`config.mk`:
```
export PLATFORM = sky130hd
export DESIGN_NAME = vco_indirect_register_bank
export DESIGN_NICKNAME = d
export VERILOG_FILES = /design/src/include/vco_bank_pkg.sv /design/src/include/vco_fwd_if.sv /design/src/design/vco_fwd_decode.sv /design/src/design/vco_indirect_register_bank.sv
export SDC_FILE = /design/constraint.sdc
export NUM_CORES = 1
export LEC_CHECK = 0
export ABC_CLOCK_PERIOD_IN_PS = 1600
export BUFFER_PORTS_ARGS = -buffer_cell sky130_fd_sc_hd__buf_4
export CAP_MARGIN = 0
export CORE_MARGIN = 3
export CORE_UTILIZATION = 48
export DETAILED_ROUTE_END_ITERATION = 10
export MAX_ROUTING_LAYER = met4
export PLACE_DENSITY_LB_ADDON = 0.15
export SETUP_SLACK_MARGIN = 0.1
export SKIP_LAST_GASP = 1
export SLEW_MARGIN = 20
export SYNTH_ARGS = -nofsm -noshare
export SYNTH_HDL_FRONTEND = slang
export SYNTH_HIERARCHICAL = 1
export SYNTH_SLANG_ARGS = --single-unit
```
`constraint.sdc`:
```
create_clock -name mclk -period 1.6 [get_ports mclk]
set_input_delay 0.16 -clock mclk [delete_from_list [all_inputs] [get_ports mclk]]
set_output_delay 0.16 -clock mclk [all_outputs]
set_load 0.01 [all_outputs]
```
`src/include/vco_bank_pkg.sv`:
```
// constants for the oscillator sub-register bank
package vco_bank_pkg;
    localparam int          PAYLOAD_W        = 9;
    localparam int          FWD_W            = 17;
    localparam logic [7:0]  FWD_REG_OFFSET   = 8'h05;
    localparam int          ID_LSB           = 0;
    localparam int          ID_MSB           = 2;
    localparam int          ADDR_LSB         = 3;
    localparam int          ADDR_MSB         = 6;
    localparam int          DATA_LSB         = 7;
    localparam int          DATA_MSB         = 15;
    localparam logic [2:0]  OSC_SUBSYS_ID    = 3'h0;
    localparam logic [3:0]  TUNING_OFFSET    = 4'h0;
    localparam logic [3:0]  ENABLES_OFFSET   = 4'h1;
    localparam logic [3:0]  DIVIDER_OFFSET   = 4'h2;
    localparam logic [3:0]  CONFIG_OFFSET    = 4'h3;
    localparam logic [8:0]  TUNING_RESET     = 9'h020;
    localparam logic [8:0]  ENABLES_RESET    = 9'h1FF;
    localparam logic [8:0]  DIVIDER_RESET    = 9'h001;
    localparam logic [8:0]  CONFIG_RESET     = 9'h092;
    localparam int          CAL_BIT          = 0;
    localparam int          MASTER_BIT       = 0;
    localparam int          OSC_EN_BIT       = 1;
    localparam int          FBBUF_EN_BIT     = 2;
    localparam int          IO_EN_BIT        = 3;
    localparam int          STAGE_EN_BIT     = 5;
    localparam int          NEG_EN_BIT       = 2;
    localparam int          POS_EN_BIT       = 3;
    localparam int          RLOSS_BIT        = 5;
    localparam logic [5:0]  DIV_MAX          = 6'h3E;
    localparam logic [1:0]  MUTE_ON_ZERO_DIV = 2'h0;
    localparam logic [1:0]  MUTE_DURING_CAL  = 2'h1;
    localparam logic [1:0]  MUTE_ALWAYS      = 2'h3;
endpackage

```
`src/include/vco_fwd_if.sv`:
```
// carries a decoded sub-register write between the two modules
`timescale 1ns/1ps
`default_nettype none
interface vco_fwd_if;
    logic       writeStrobe;
    logic [3:0] subAddr;
    logic [8:0] payload;
    modport source (output writeStrobe, output subAddr, output payload);
    modport sink   (input writeStrobe, input subAddr, input payload);
endinterface
`default_nettype wire

```
`src/design/vco_fwd_decode.sv`:
```
// decodes forwarding register writes into oscillator sub-register writes
`timescale 1ns/1ps
`default_nettype none
module vco_fwd_decode
(
    input  wire logic        mclk,      // clock
    input  wire logic        rst_n,     // async reset, active low
    input  wire logic        hostWrite, // one-cycle write pulse
    input  wire logic [7:0]  hostAddr,  // host register offset
    input  wire logic [16:0] hostData,  // host write data
    vco_fwd_if.source        fwd        // decoded write
);
    logic       next_writeStrobe;
    logic [3:0] next_subAddr;
    logic [8:0] next_payload;

    always_comb
    begin
        next_writeStrobe = hostWrite
            && hostAddr == vco_bank_pkg::FWD_REG_OFFSET
            && hostData[vco_bank_pkg::ID_MSB:vco_bank_pkg::ID_LSB]
               == vco_bank_pkg::OSC_SUBSYS_ID;
        next_subAddr = hostData[vco_bank_pkg::ADDR_MSB:
                                vco_bank_pkg::ADDR_LSB];
        next_payload = hostData[vco_bank_pkg::DATA_MSB:
                                vco_bank_pkg::DATA_LSB];
    end

    always_ff @(posedge mclk or negedge rst_n)
    begin
        if (!rst_n)
        begin
            fwd.writeStrobe <= 1'b0;
            fwd.subAddr     <= 4'h0;
            fwd.payload     <= 9'h000;
        end
        else
        begin
            fwd.writeStrobe <= next_writeStrobe;
            fwd.subAddr     <= next_subAddr;
            fwd.payload     <= next_payload;
        end
    end

    strobe_gate_a: assert property (@(posedge mclk) disable iff (!rst_n)
        fwd.writeStrobe |-> $past(hostAddr) == vco_bank_pkg::FWD_REG_OFFSET
            && $past(hostWrite))
        else $error("strobe without forwarding write");
    id_check_a: assert property (@(posedge mclk) disable iff (!rst_n)
        (hostWrite && hostData[2:0] != 3'h0) |=> !fwd.writeStrobe)
        else $error("foreign subsystem forwarded");
endmodule
`default_nettype wire

```
`src/design/vco_indirect_register_bank.sv`:
```
// oscillator configuration bank reached through the forwarding register
`timescale 1ns/1ps
`default_nettype none
module vco_indirect_register_bank
(
    input  wire logic        mclk,          // clock, 25 MHz
    input  wire logic        rst_n,         // async reset, active low
    input  wire logic        hostWrite,     // host register write pulse
    input  wire logic [7:0]  hostAddr,      // host register offset
    input  wire logic [16:0] hostData,      // host write data
    input  wire logic        calActive,     // oscillator calibration running
    output logic             tuneToCal,     // tune from calibration voltage
    output logic [7:0]       subbandSelect, // oscillator subband
    output logic             oscEnable,     // oscillators running
    output logic             fbBufEnable,   // feedback divider buffer on
    output logic             outDivEnable,  // output divider on
    output logic             outStageEnable,// output stage on
    output logic [5:0]       divideRatio,   // effective output divide ratio
    output logic [1:0]       perfMode,      // performance mode
    output logic             rfNegEnable,   // negative RF pin driven
    output logic             rfPosEnable,   // positive RF pin driven
    output logic             returnLossSel, // 1 = better match
    output logic             rfMute         // RF outputs muted
);
    vco_fwd_if fwd ();

    vco_fwd_decode u_decode
    (
        .mclk      (mclk),
        .rst_n     (rst_n),
        .hostWrite (hostWrite),
        .hostAddr  (hostAddr),
        .hostData  (hostData),
        .fwd       (fwd)
    );

    logic [8:0] tuning;
    logic [8:0] enables;
    logic [8:0] divider;
    logic [8:0] cfgReg;
    logic [8:0] next_tuning;
    logic [8:0] next_enables;
    logic [8:0] next_divider;
    logic [8:0] next_config;

    // odd ratios other than 1 drop to the even below, large ones clamp to the maximum
    function automatic logic [5:0] fold_ratio(input logic [5:0] raw);
        logic [5:0] r;
        r = raw;
        if (r > vco_bank_pkg::DIV_MAX)
            r = vco_bank_pkg::DIV_MAX;
        else if (r[0] && r != 6'h01)
            r = {r[5:1], 1'b0};
        return r;
    endfunction

    always_comb
    begin
        next_tuning  = tuning;
        next_enables = enables;
        next_divider = divider;
        next_config  = cfgReg;
        if (fwd.writeStrobe)
        begin
            case (fwd.subAddr)
                vco_bank_pkg::TUNING_OFFSET:  next_tuning  = fwd.payload;
                vco_bank_pkg::ENABLES_OFFSET: next_enables = fwd.payload;
                vco_bank_pkg::DIVIDER_OFFSET: next_divider = fwd.payload;
                vco_bank_pkg::CONFIG_OFFSET:  next_config  = fwd.payload;
                default:                      next_tuning  = tuning;
            endcase
        end
    end

    always_ff @(posedge mclk or negedge rst_n)
    begin
        if (!rst_n)
        begin
            tuning  <= vco_bank_pkg::TUNING_RESET;
            enables <= vco_bank_pkg::ENABLES_RESET;
            divider <= vco_bank_pkg::DIVIDER_RESET;
            cfgReg  <= vco_bank_pkg::CONFIG_RESET;
        end
        else
        begin
            tuning  <= next_tuning;
            enables <= next_enables;
            divider <= next_divider;
            cfgReg  <= next_config;
        end
    end

    logic       next_tuneToCal;
    logic [7:0] next_subbandSelect;
    logic       next_oscEnable;
    logic       next_fbBufEnable;
    logic       next_outDivEnable;
    logic       next_outStageEnable;
    logic [5:0] next_divideRatio;
    logic [1:0] next_perfMode;
    logic       next_rfNegEnable;
    logic       next_rfPosEnable;
    logic       next_returnLossSel;
    logic       next_rfMute;
    logic       master;
    logic       ioOn;

    always_comb
    begin
        master = enables[vco_bank_pkg::MASTER_BIT];
        ioOn   = master && enables[vco_bank_pkg::IO_EN_BIT];
        next_tuneToCal      = tuning[vco_bank_pkg::CAL_BIT];
        next_subbandSelect  = tuning[8:1];
        next_oscEnable      = master
                              && enables[vco_bank_pkg::OSC_EN_BIT];
        next_fbBufEnable    = master
                              && enables[vco_bank_pkg::FBBUF_EN_BIT];
        next_outDivEnable   = ioOn;
        next_outStageEnable = ioOn
                              && enables[vco_bank_pkg::STAGE_EN_BIT];
        next_divideRatio    = fold_ratio(divider[5:0]);
        next_perfMode       = cfgReg[1:0];
        next_rfNegEnable    = cfgReg[vco_bank_pkg::NEG_EN_BIT];
        next_rfPosEnable    = cfgReg[vco_bank_pkg::POS_EN_BIT];
        next_returnLossSel  = cfgReg[vco_bank_pkg::RLOSS_BIT];
        case (cfgReg[8:7])
            vco_bank_pkg::MUTE_ON_ZERO_DIV:
                next_rfMute = divider[5:0] == 6'h00;
            vco_bank_pkg::MUTE_DURING_CAL:
                next_rfMute = calActive;
            vco_bank_pkg::MUTE_ALWAYS:
                next_rfMute = 1'b1;
            default:
                next_rfMute = 1'b0;
        endcase
    end

    always_ff @(posedge mclk or negedge rst_n)
    begin
        if (!rst_n)
        begin
            tuneToCal      <= 1'b0;
            subbandSelect  <= 8'h10;
            oscEnable      <= 1'b0;
            fbBufEnable    <= 1'b0;
            outDivEnable   <= 1'b0;
            outStageEnable <= 1'b0;
            divideRatio    <= 6'h01;
            perfMode       <= 2'h2;
            rfNegEnable    <= 1'b0;
            rfPosEnable    <= 1'b0;
            returnLossSel  <= 1'b0;
            rfMute         <= 1'b0;
        end
        else
        begin
            tuneToCal      <= next_tuneToCal;
            subbandSelect  <= next_subbandSelect;
            oscEnable      <= next_oscEnable;
            fbBufEnable    <= next_fbBufEnable;
            outDivEnable   <= next_outDivEnable;
            outStageEnable <= next_outStageEnable;
            divideRatio    <= next_divideRatio;
            perfMode       <= next_perfMode;
            rfNegEnable    <= next_rfNegEnable;
            rfPosEnable    <= next_rfPosEnable;
            returnLossSel  <= next_returnLossSel;
            rfMute         <= next_rfMute;
        end
    end

    update_addr_a: assert property (@(posedge mclk) disable iff (!rst_n)
        !(fwd.writeStrobe && fwd.subAddr == 4'h0) |=> $stable(tuning))
        else $error("tuning changed without its write");
    payload_store_a: assert property (@(posedge mclk) disable iff (!rst_n)
        (fwd.writeStrobe && fwd.subAddr == 4'h2)
        |=> divider == $past(fwd.payload))
        else $error("divider payload not stored");
    master_off_a: assert property (@(posedge mclk) disable iff (!rst_n)
        !enables[0] |=> !oscEnable && !fbBufEnable && !outStageEnable
            && !outDivEnable)
        else $error("block on with master off");
    osc_indep_a: assert property (@(posedge mclk) disable iff (!rst_n)
        (enables[0] && enables[1] && !enables[3]) |=> oscEnable)
        else $error("output enable stopped oscillator");
    div_even_a: assert property (@(posedge mclk) disable iff (!rst_n)
        (divideRatio != 6'h01) |-> !divideRatio[0] && divideRatio <= 6'h3E)
        else $error("odd or oversized ratio");
    div_clamp_a: assert property (@(posedge mclk) disable iff (!rst_n)
        (divider[5:0] == 6'h3F) |=> divideRatio == 6'h3E)
        else $error("ratio not clamped");
    zero_mute_a: assert property (@(posedge mclk) disable iff (!rst_n)
        (cfgReg[8:7] == 2'h0) |=> rfMute == ($past(divider[5:0]) == 6'h00))
        else $error("zero divide mute wrong");
    mute_all_a: assert property (@(posedge mclk) disable iff (!rst_n)
        (cfgReg[8:7] == 2'h3) |=> rfMute)
        else $error("unconditional mute missing");
    tune_cal_a: assert property (@(posedge mclk) disable iff (!rst_n)
        tuneToCal == $past(tuning[0]) && subbandSelect == $past(tuning[8:1]))
        else $error("tuning outputs wrong");
endmodule
`default_nettype wire

```
==> results of run 1 <==
==> cell families (layout without fill, tap and decap cells) <==
logic type | after synthesis | in the layout | share of synthesized area
AOI/OAI and AO/OA | 2 | 2 | 0.00627
buffers and inverters | 7 | 85 | 0.0154
DFF | 66 | 66 | 0.760
muxes | 27 | 27 | 0.147
and+or+nand+nor | 17 | 17 | 0.0713
==> layer usage <==
metal,vias to the layer above,global-route usage,share of wire
met5,-,-,0
met4,0,0.0905,0.021
met3,7,0.0410,0.039
met2,27,0.254,0.52
met1,618,0.190,0.42
li1,553,-,-
==> state kept, by name (all words and copies together) (netlist names) <==
name                      count
returnLossSel                 1
u_decode/fwd.payload          9
divider                       6
subbandSelect                 8
cfgReg                        7
rfMute                        1
perfMode                      2
enables                       5
tuning                        9
rfPosEnable                   1
u_decode/fwd.writeStrobe      1
outStageEnable                1
rfNegEnable                   1
u_decode/fwd.subAddr          4
oscEnable                     1
divideRatio                   6
fbBufEnable                   1
tuneToCal                     1
outDivEnable                  1
==> area by class of cell <==
type	count	area [µm²]
clock inverters	2	60.1
fillers	277	1210
repair buffers	69	557
well taps	50	62.6
clock buffers	14	153
flip-flops and latches	66	1670
multi-input cells	46	493
==> critical path: stages, from the launching register on <==
cell and delay (ps):
dfrtp_1 360, nand2b_4 160, or4b_4 550, mux2_4 320
==> cell usage after synthesis (2+ instances only) <==
master,n,area share
and3_1,3,0.0086
dfrtp_1,54,0.62
mux2_4,5,0.034
clkbuf_1,6,0.010
nor4b_2,2,0.014
mux2_2,22,0.11
and2_1,3,0.0086
dfstp_2,12,0.14
==> what timing repair did <==
| action | in CTS | in global routing |
|---|---|---|
| endpoints found under the hold margin | 67 | 0 |
| hold buffers | 14 | 0 |
| endpoints found under the setup margin | 0 | 11 |
| gates resized for setup | 0 | 1 |
==> power breakdown <==
part / leakage (nW) / internal [mW] / switching, mW / total [mW]
clock: 0.105 / 0.924 / 0.567 / 1.49
sequential: 0.843 / 1.69 / 0.0160 / 1.70
combinational: 0.571 / 0.0699 / 0.0449 / 0.115
total: 1.52 / 2.68 / 0.628 / 3.31
==> how the worst min path moves through the flow <==
| stage | end | slack, ps | depth (start not counted) |
|---|---|---|---|
| after global routing | rfMute | 90 | 3 |
| after detailed placement | u_decode/fwd.payload[4] | 270 | 1 |
| after CTS | rfMute | 80 | 3 |
| after floorplan | cfgReg[0] | -140 | 0 |
| after global placement | rfPosEnable | 270 | 1 |
| final | rfMute | 110 | 3 |
==> metrics by stage <==
stage / util / instance area, µm² / hold WS [ps] / setup slack (ps)
floorplan: - / 2190 / -136 / 125
CTS: 0.711 / 2990 / 80.0 / 126
global route: 0.712 / 2990 / 91.3 / 86.4
detailed placement: 0.627 / 2640 / 270 / 131
finish: 0.712 / 2990 / 108 / 135
global placement: 0.627 / 2640 / 269 / 151
==> results.json, run 1 <==
{
  "status": "completed",
  "synth_cells": 119,
  "fmax_mhz": 683,
  "p_total_mw": 3.31,
  "vdd_drop_max_uv": 744,
  "worst-setup-path-type": "reg -> reg",
  "area_delta_synth_final_pct": 36.4,
  "final_cell_mix": "dfrtp_1 (54), buf_4 (54), mux2_2 (22), dlygate4sd3_1 (14), dfstp_2 (12)",
  "power_density_mw_per_mm2": 1110,
  "dr.pass1.iters": 4,
  "ys_ff_latch": 66,
  "cts_tree": "built",
  "clock_latency_ps": 330,
  "die_y_um": 73.6,
  "tightest_slew_ps": 770,
  "fin_tns_setup_ps": 0,
  "syn_avg_cell_area_um2": 18.4,
  "yosysSeqAreaShare": 0.760,
  "post_cts.repair.setup_buffers": 0,
  "antenna_found_initial": 0,
  "row_count": 23,
  "portBuffers": 52,
  "cts_buffers": 9,
  "nets": 221,
  "core-area_mm2": 0.00420,
  "cts.sinks": 66,
  "hold_viol": 0,
  "drt_iter0_markers": 87,
  "min-delay-start": "calActive",
  "cp_data_arrival_time_ps": 1720,
  "timing.rr.start": "u_decode/fwd.subAddr[2]",
  "final_antenna_net_count": 0,
  "synthDistinctLibCells": 20,
  "dp_hpwl_um": 2360,
  "cp_data_required_time_ps": 1850,
  "vias_per_cell": 4.88,
  "wirelength_um": 3740,
  "final_cells": 247,
  "cts_htree_levels": 3,
  "yosysWarnings": 6,
  "place_inst": 217,
  "endpoint_kind": "flop",
  "clock_skew_ps": 9.00,
  "route.detailed.drc": 0,
  "routedWlPerCell_um": 15.1,
  "dr_total_vias": 1205,
  "clock_tree.buffer_depth": 2,
  "p_leak_nw": 1.52,
  "place.gp.congestion": 0.684,
  "finalSetupViolations": 0,
  "initial_core_util": 0.522,
  "grt_max_degree": 67,
  "overflow": 0,
  "synth_edf_count": 0,
  "ff2ff_setup_slack_ps": 130,
  "hold_path_class": "in -> reg",
  "grt_setup_unrepaired": "yes",
  "timing.final.crit_share": 0.916,
  "startpoint": "u_decode/fwd.subAddr[2]",
  "post-route-min-period_ps": 1470,
  "r2r_end": "enables[5]",
  "grt_pass1_vias": 1309,
  "endpoint": "enables[5]",
  "syn_nets": 148,
  "drive_gt1_frac": 0.563,
  "drv_cap": 0,
  "relSlewSlack": 0.486,
  "die_x_um": 73.6,
  "clkTransAtPathRegs_ps": 60,
  "dominantRegCellSynth": "dfrtp_1",
  "cts_root_buffer": "clkbuf_8",
  "syn_area_mm2": 0.00219,
  "critPathLaunchType": "flop",
  "ios": 54,
  "async_reset_ff_frac": 1.00,
  "grt_pass1_wl_um": 6090,
  "slew_violations": 0,
  "num_antenna_cells": 0,
  "rr_worst_depth": 3,
  "die_area_mm2": 0.00542,
  "cp_max_fo": 5,
  "grt_usage": 0.162
}
Note: power is estimated with default switching activity, not from simulation.
==> inputs of run 2 (changes only) <==
--- a/config.mk
+++ b/config.mk
@@ -10,6 +10,7 @@
 export CAP_MARGIN = 0
 export CORE_MARGIN = 3
 export CORE_UTILIZATION = 48
+export CTS_BUF_LIST = sky130_fd_sc_hd__clkbuf_4 sky130_fd_sc_hd__clkbuf_8
 export DETAILED_ROUTE_END_ITERATION = 10
 export MAX_ROUTING_LAYER = met4
 export PLACE_DENSITY_LB_ADDON = 0.15
@@ -20,3 +21,4 @@
 export SYNTH_HDL_FRONTEND = slang
 export SYNTH_HIERARCHICAL = 1
 export SYNTH_SLANG_ARGS = --single-unit
+export TNS_END_PERCENT = 30
==> constraint.sdc (replaced) <==
create_clock -name mclk -period 1.6 [get_ports mclk]
set_input_delay 0.24 -clock mclk [delete_from_list [all_inputs] [get_ports mclk]]
set_output_delay 0.24 -clock mclk [all_outputs]
set_load 0.01 [all_outputs]
==> run 2 against run 1 <==
  * Sequential power hardly changed
  * Critical path depth stayed put
  * Global-route usage is 0.81 points lower
  * Clock skew is 1.0 ps lower
  * Fmax hardly changed
==> results.json, run 2 (same netlist as run 1, synthesis figures left out) <==
{
  "largestRegisters": "tuning (9), u_decode/fwd.payload (9), subbandSelect (8)",
  "worst-setup-path-type": "reg -> reg",
  "cts_buffers": 9,
  "relSlewSlack": 0.740,
  "clock_latency_ps": 320,
  "dr_total_vias": 1164,
  "final_antenna_net_count": 0,
  "clkTransAtPathRegs_ps": 70,
  "status": "completed",
  "drt_iter0_markers": 44,
  "cts_htree_levels": 3,
  "overflow": 0,
  "grtUsageMet2": 0.240,
  "power_frac_comb": 0.031,
  "grt_pass1_vias": 1272,
  "place.gp.congestion": 0.702,
  "ios": 54,
  "drive_gt1_frac": 0.624,
  "rr_worst_depth": 3,
  "cp_data_required_time_ps": 1850,
  "tightest_slew_ps": 390,
  "critPathLaunchType": "flop",
  "die_y_um": 73.6,
  "grt_pass1_wl_um": 5810,
  "sw_frac_of_total": 0.194,
  "grt_setup_unrepaired": "yes",
  "cts_tree": "built",
  "slew_violations": 0,
  "clock_skew_ps": 7.96,
  "switching_power_mw": 0.613,
  "place_ws_ps": 129,
  "dr.pass1.iters": 4,
  "endpoint_kind": "flop",
  "utilization": 0.685,
  "cp_data_arrival_time_ps": 1720,
  "p_int_mw": 2.55,
  "post_cts.repair.setup_buffers": 0,
  "final_cell_mix": "dfrtp_1 (54), buf_4 (54), mux2_2 (22), dfstp_2 (12), clkbuf_8 (10)",
  "die_x_um": 73.6,
  "core-area_mm2": 0.00420,
  "fin_tns_setup_ps": 0,
  "area_delta_synth_final_pct": 31.3,
  "antenna_found_initial": 0,
  "pwr-share-clk": 0.432,
  "hold_viol": 0,
  "drv_cap": 0,
  "fillers": 294,
  "cts_root_buffer": "clkbuf_8",
  "grt_use_met1": 0.175,
  "row_count": 23,
  "clock_tree.buffer_depth": 2,
  "routedWlPerCell_um": 14.9,
  "power_density_mw_per_mm2": 1100,
  "wirelength_um": 3510,
  "holdPathStages": 1,
  "num_antenna_cells": 0,
  "final_cell_area_mm2": 0.00288,
  "post_dp_cell_area_mm2": 0.00266,
  "portBuffers": 52,
  "cp_max_fo": 5,
  "finalSetupViolations": 0,
  "die_area_mm2": 0.00542,
  "vias_per_cell": 4.93,
  "post-route-min-period_ps": 1470,
  "setup_ws_ps": 134,
  "fin_hold_ws_ps": 18.5,
  "fmax_mhz": 682,
  "vdd_drop_max_uv": 680,
  "grt.busiest_layer": "met2",
  "p_leak_nw": 1.48,
  "route.detailed.drc": 0,
  "hold_path_class": "in -> reg",
  "grt.met3_usage": 0.0465,
  "cts.sinks": 66,
  "timing.final.crit_share": 0.916,
  "grt_max_degree": 36,
  "nets": 210,
  "initial_core_util": 0.522,
  "dp_hpwl_um": 2430,
  "grt_usage": 0.154,
  "p_seq_frac": 0.538
}
[run 2: area by class of cell]
class,count,area [µm²],area share
clock inverter,3,40.0,0.0139
sequential,66,1670,0.579
clock buffer,13,160,0.0556
multi-input combinational,46,493,0.171
timing repair buffer,58,457,0.159
tap,50,62.6,0.0217
[run 2: repair_timing]
item                                    in CTS  in global routing
endpoints found under the setup margin       0                  6
hold buffers                                 1                  1
endpoints found under the hold margin       24                  1
resized for setup                            0                  1
[run 2: power by group through the flow]
| stage | clock [mW] | combinational, mW | sequential, mW |
|---|---|---|---|
| final | 1.37 | 0.0966 | 1.70 |
| after global routing | 1.48 | 0.108 | 1.70 |
| after CTS | 1.41 | 0.0981 | 1.70 |
| after detailed placement | 0 | 0.0961 | 1.73 |
| after global placement | 0 | 0.0921 | 1.73 |
| after floorplan | 0 | 0.00679 | 1.73 |
[run 2: worst paths after layout]
check	startpoint	to	slack [ps]
max reg2reg	u_decode/fwd.subAddr[2]	enables[2]	130
min in group asynchronous	rst_n	outDivEnable	390
max in group asynchronous	rst_n	subbandSelect[4]	640
min	hostData[15]	u_decode/fwd.payload[8]	20
min reg2reg	cfgReg[1]	perfMode[1]	370
max	u_decode/fwd.subAddr[2]	enables[2]	130
[run 2: layer usage]
layer | wire length, µm | up-vias
li1 | - | 535
met1 | 1440 | 588
met2 | 1800 | 30
met3 | 169 | 11
met4 | 97 | 0
met5 | 0 | -
[run 2: critical path, stage by stage (launching register included)]
cell and delay [ps]:
dfrtp_1 360, nand2b_4 160, or4b_4 560, mux2_4 320
[run 2: metrics by stage]
step / instances / power [mW]
after floorplan: 119 / 1.74
after global placement: 218 / 1.82
after detailed placement: 218 / 1.83
after CTS: 235 / 3.21
after global routing: 236 / 3.29
final: 236 / 3.17
==> inputs of run 3 (changes only) <==
--- a/config.mk
+++ b/config.mk
@@ -12,6 +12,7 @@
 export CORE_UTILIZATION = 48
 export CTS_BUF_LIST = sky130_fd_sc_hd__clkbuf_4 sky130_fd_sc_hd__clkbuf_8
 export DETAILED_ROUTE_END_ITERATION = 10
+export HOLD_SLACK_MARGIN = 0.08
 export MAX_ROUTING_LAYER = met4
 export PLACE_DENSITY_LB_ADDON = 0.15
 export SETUP_SLACK_MARGIN = 0.1
==> run 3 against run 2 <==
  * Non-clock buffer count rose by 12
  * Critical path depth unchanged
  * Cell count up 5.1%
  * Die area stayed put
  * Sequential share of layout area decreased by 2.2 points
  * First-iteration DRC count fell by 11%
  * Count of clock-buffer cells in the layout stayed put
  * Combinational power is 24% higher
  * Highest routed layer unchanged
==> results.json, run 3 (same netlist as run 1, synthesis figures left out) <==
{
  "status": "completed",
  "hold_path_class": "in -> reg",
  "startpoint": "u_decode/fwd.subAddr[2]",
  "cts_tree": "built",
  "min-delay-start": "calActive",
  "final_antenna_net_count": 0,
  "overflow": 0,
  "endpoint_kind": "flop",
  "grt_pass1_wl_um": 5990,
  "place.gp.congestion": 0.702,
  "path_cells": "nand2b_4 -> or4b_4 -> mux2_4",
  "p_seq_frac": 0.534,
  "timing.rr.start": "u_decode/fwd.subAddr[2]",
  "die_area_mm2": 0.00542,
  "antenna_found_initial": 0,
  "holdPathStages": 3,
  "ff2ff_setup_slack_ps": 130,
  "cp_data_arrival_time_ps": 1720,
  "post_dp_cell_area_mm2": 0.00266,
  "cp_data_required_time_ps": 1850,
  "grt_usage": 0.159,
  "power_density_mw_per_mm2": 1070,
  "finalSetupViolations": 0,
  "r2r_end": "enables[2]",
  "critPathLaunchType": "flop",
  "cts_resized": 0,
  "largestRegisters": "tuning (9), u_decode/fwd.payload (9), subbandSelect (8)",
  "final_cell_mix": "buf_4 (55), dfrtp_1 (54), mux2_2 (22), dlygate4sd3_1 (14), dfstp_2 (12)",
  "clock_latency_ps": 320,
  "post-route-min-period_ps": 1470,
  "num_antenna_cells": 0,
  "drt_iter0_markers": 39,
  "cts_buffers": 9,
  "clock_skew_ps": 8.72,
  "cpPeakStageDelay_ps": 560,
  "drv_cap": 0,
  "vias_per_cell": 4.84,
  "cts_root_buffer": "clkbuf_8",
  "p_int_mw": 2.57,
  "ios": 54,
  "timing.final.crit_share": 0.918,
  "portBuffers": 52,
  "grt_max_degree": 36,
  "clkTransAtPathRegs_ps": 70,
  "drive_gt1_frac": 0.586,
  "area_delta_synth_final_pct": 36.6,
  "die_y_um": 73.6,
  "wirelength_um": 3600,
  "route.detailed.drc": 0,
  "fin_tns_setup_ps": 0,
  "fmax_mhz": 681,
  "rr_worst_depth": 3,
  "dr.pass1.iters": 2,
  "sw_frac_of_total": 0.194,
  "row_count": 23,
  "clock_tree.buffer_depth": 2,
  "initial_core_util": 0.522,
  "p_total_mw": 3.19,
  "worst-setup-path-type": "reg -> reg",
  "nets": 222,
  "tightest_slew_ps": 393,
  "vdd_drop_max_uv": 683,
  "layout_commonest_cell": "buf_4",
  "cts.sinks": 66,
  "relSlewSlack": 0.738,
  "slowest_stage": "or4b_4",
  "p_leak_nw": 1.53,
  "power_frac_comb": 0.038,
  "hold_viol": 0,
  "final_cell_area_mm2": 0.00300,
  "slew_violations": 0,
  "core-area_mm2": 0.00420,
  "switching_power_mw": 0.619,
  "cp_max_fo": 5,
  "pwr-share-clk": 0.429,
  "routedWlPerCell_um": 14.5,
  "dr_total_vias": 1200,
  "min_to": "rfMute",
  "cts_htree_levels": 3,
  "dp_hpwl_um": 2430,
  "die_x_um": 73.6,
  "grt_setup_unrepaired": "yes",
  "grt_pass1_vias": 1328
}
## run 3: critical path, delay by kind of cell (launching register included)
family           cells  cell delay (ps)
muxes                1              320
and+or+nand+nor      2              720
DFF                  1              360
## run 3: power by group through the flow
| stage | Clock (mW) | Combinational, mW | Sequential [mW] |
|---|---|---|---|
| after detailed placement | 0 | 0.0961 | 1.73 |
| final | 1.37 | 0.120 | 1.70 |
| after CTS | 1.41 | 0.124 | 1.70 |
| after global placement | 0 | 0.0921 | 1.73 |
| after global routing | 1.47 | 0.134 | 1.70 |
| after floorplan | 0 | 0.00679 | 1.73 |
## run 3: worst max path at each step
| stage | endpoint | slack [ps] | cells past startpoint |
|---|---|---|---|
| finish | enables[2] | 130 | 3 |
| global route | enables[0] | 90 | 3 |
| floorplan | enables[0] | 120 | 4 |
| detailed placement | enables[5] | 130 | 3 |
| global placement | enables[5] | 150 | 3 |
| CTS | enables[0] | 120 | 3 |
## run 3: what timing repair did
action / CTS / global route
setup buffers: 0 / 0
setup endpoints to repair: 0 / 6
hold endpoints to repair: 37 / 0
hold buffers: 14 / 0
## run 3: layout make-up
type,count,area [µm²]
clock buffer,13,160
sequential,66,1670
timing repair buffer,70,573
fill,279,1210
clock inverter,3,40.0
multi-input combinational,46,493
tap,50,62.6
## run 3: metrics by stage
stage	setup WS, ps	cells	util	hold slack [ps]
after floorplan	125	119	-	-55.6
after global placement	150	218	0.632	188
after detailed placement	129	218	0.632	196
after CTS	124	248	0.713	148
after global routing	87.4	248	0.713	164
final	131	248	0.713	158
## run 3: metal layers
metal,global-route usage,vias to the layer above,share of wire,wire length (µm)
met3,0.0465,11,0.046,164
li1,-,560,-,-
met4,0.0905,0,0.027,98
met2,0.255,30,0.52,1860
met5,-,-,0,0
met1,0.175,599,0.41,1480
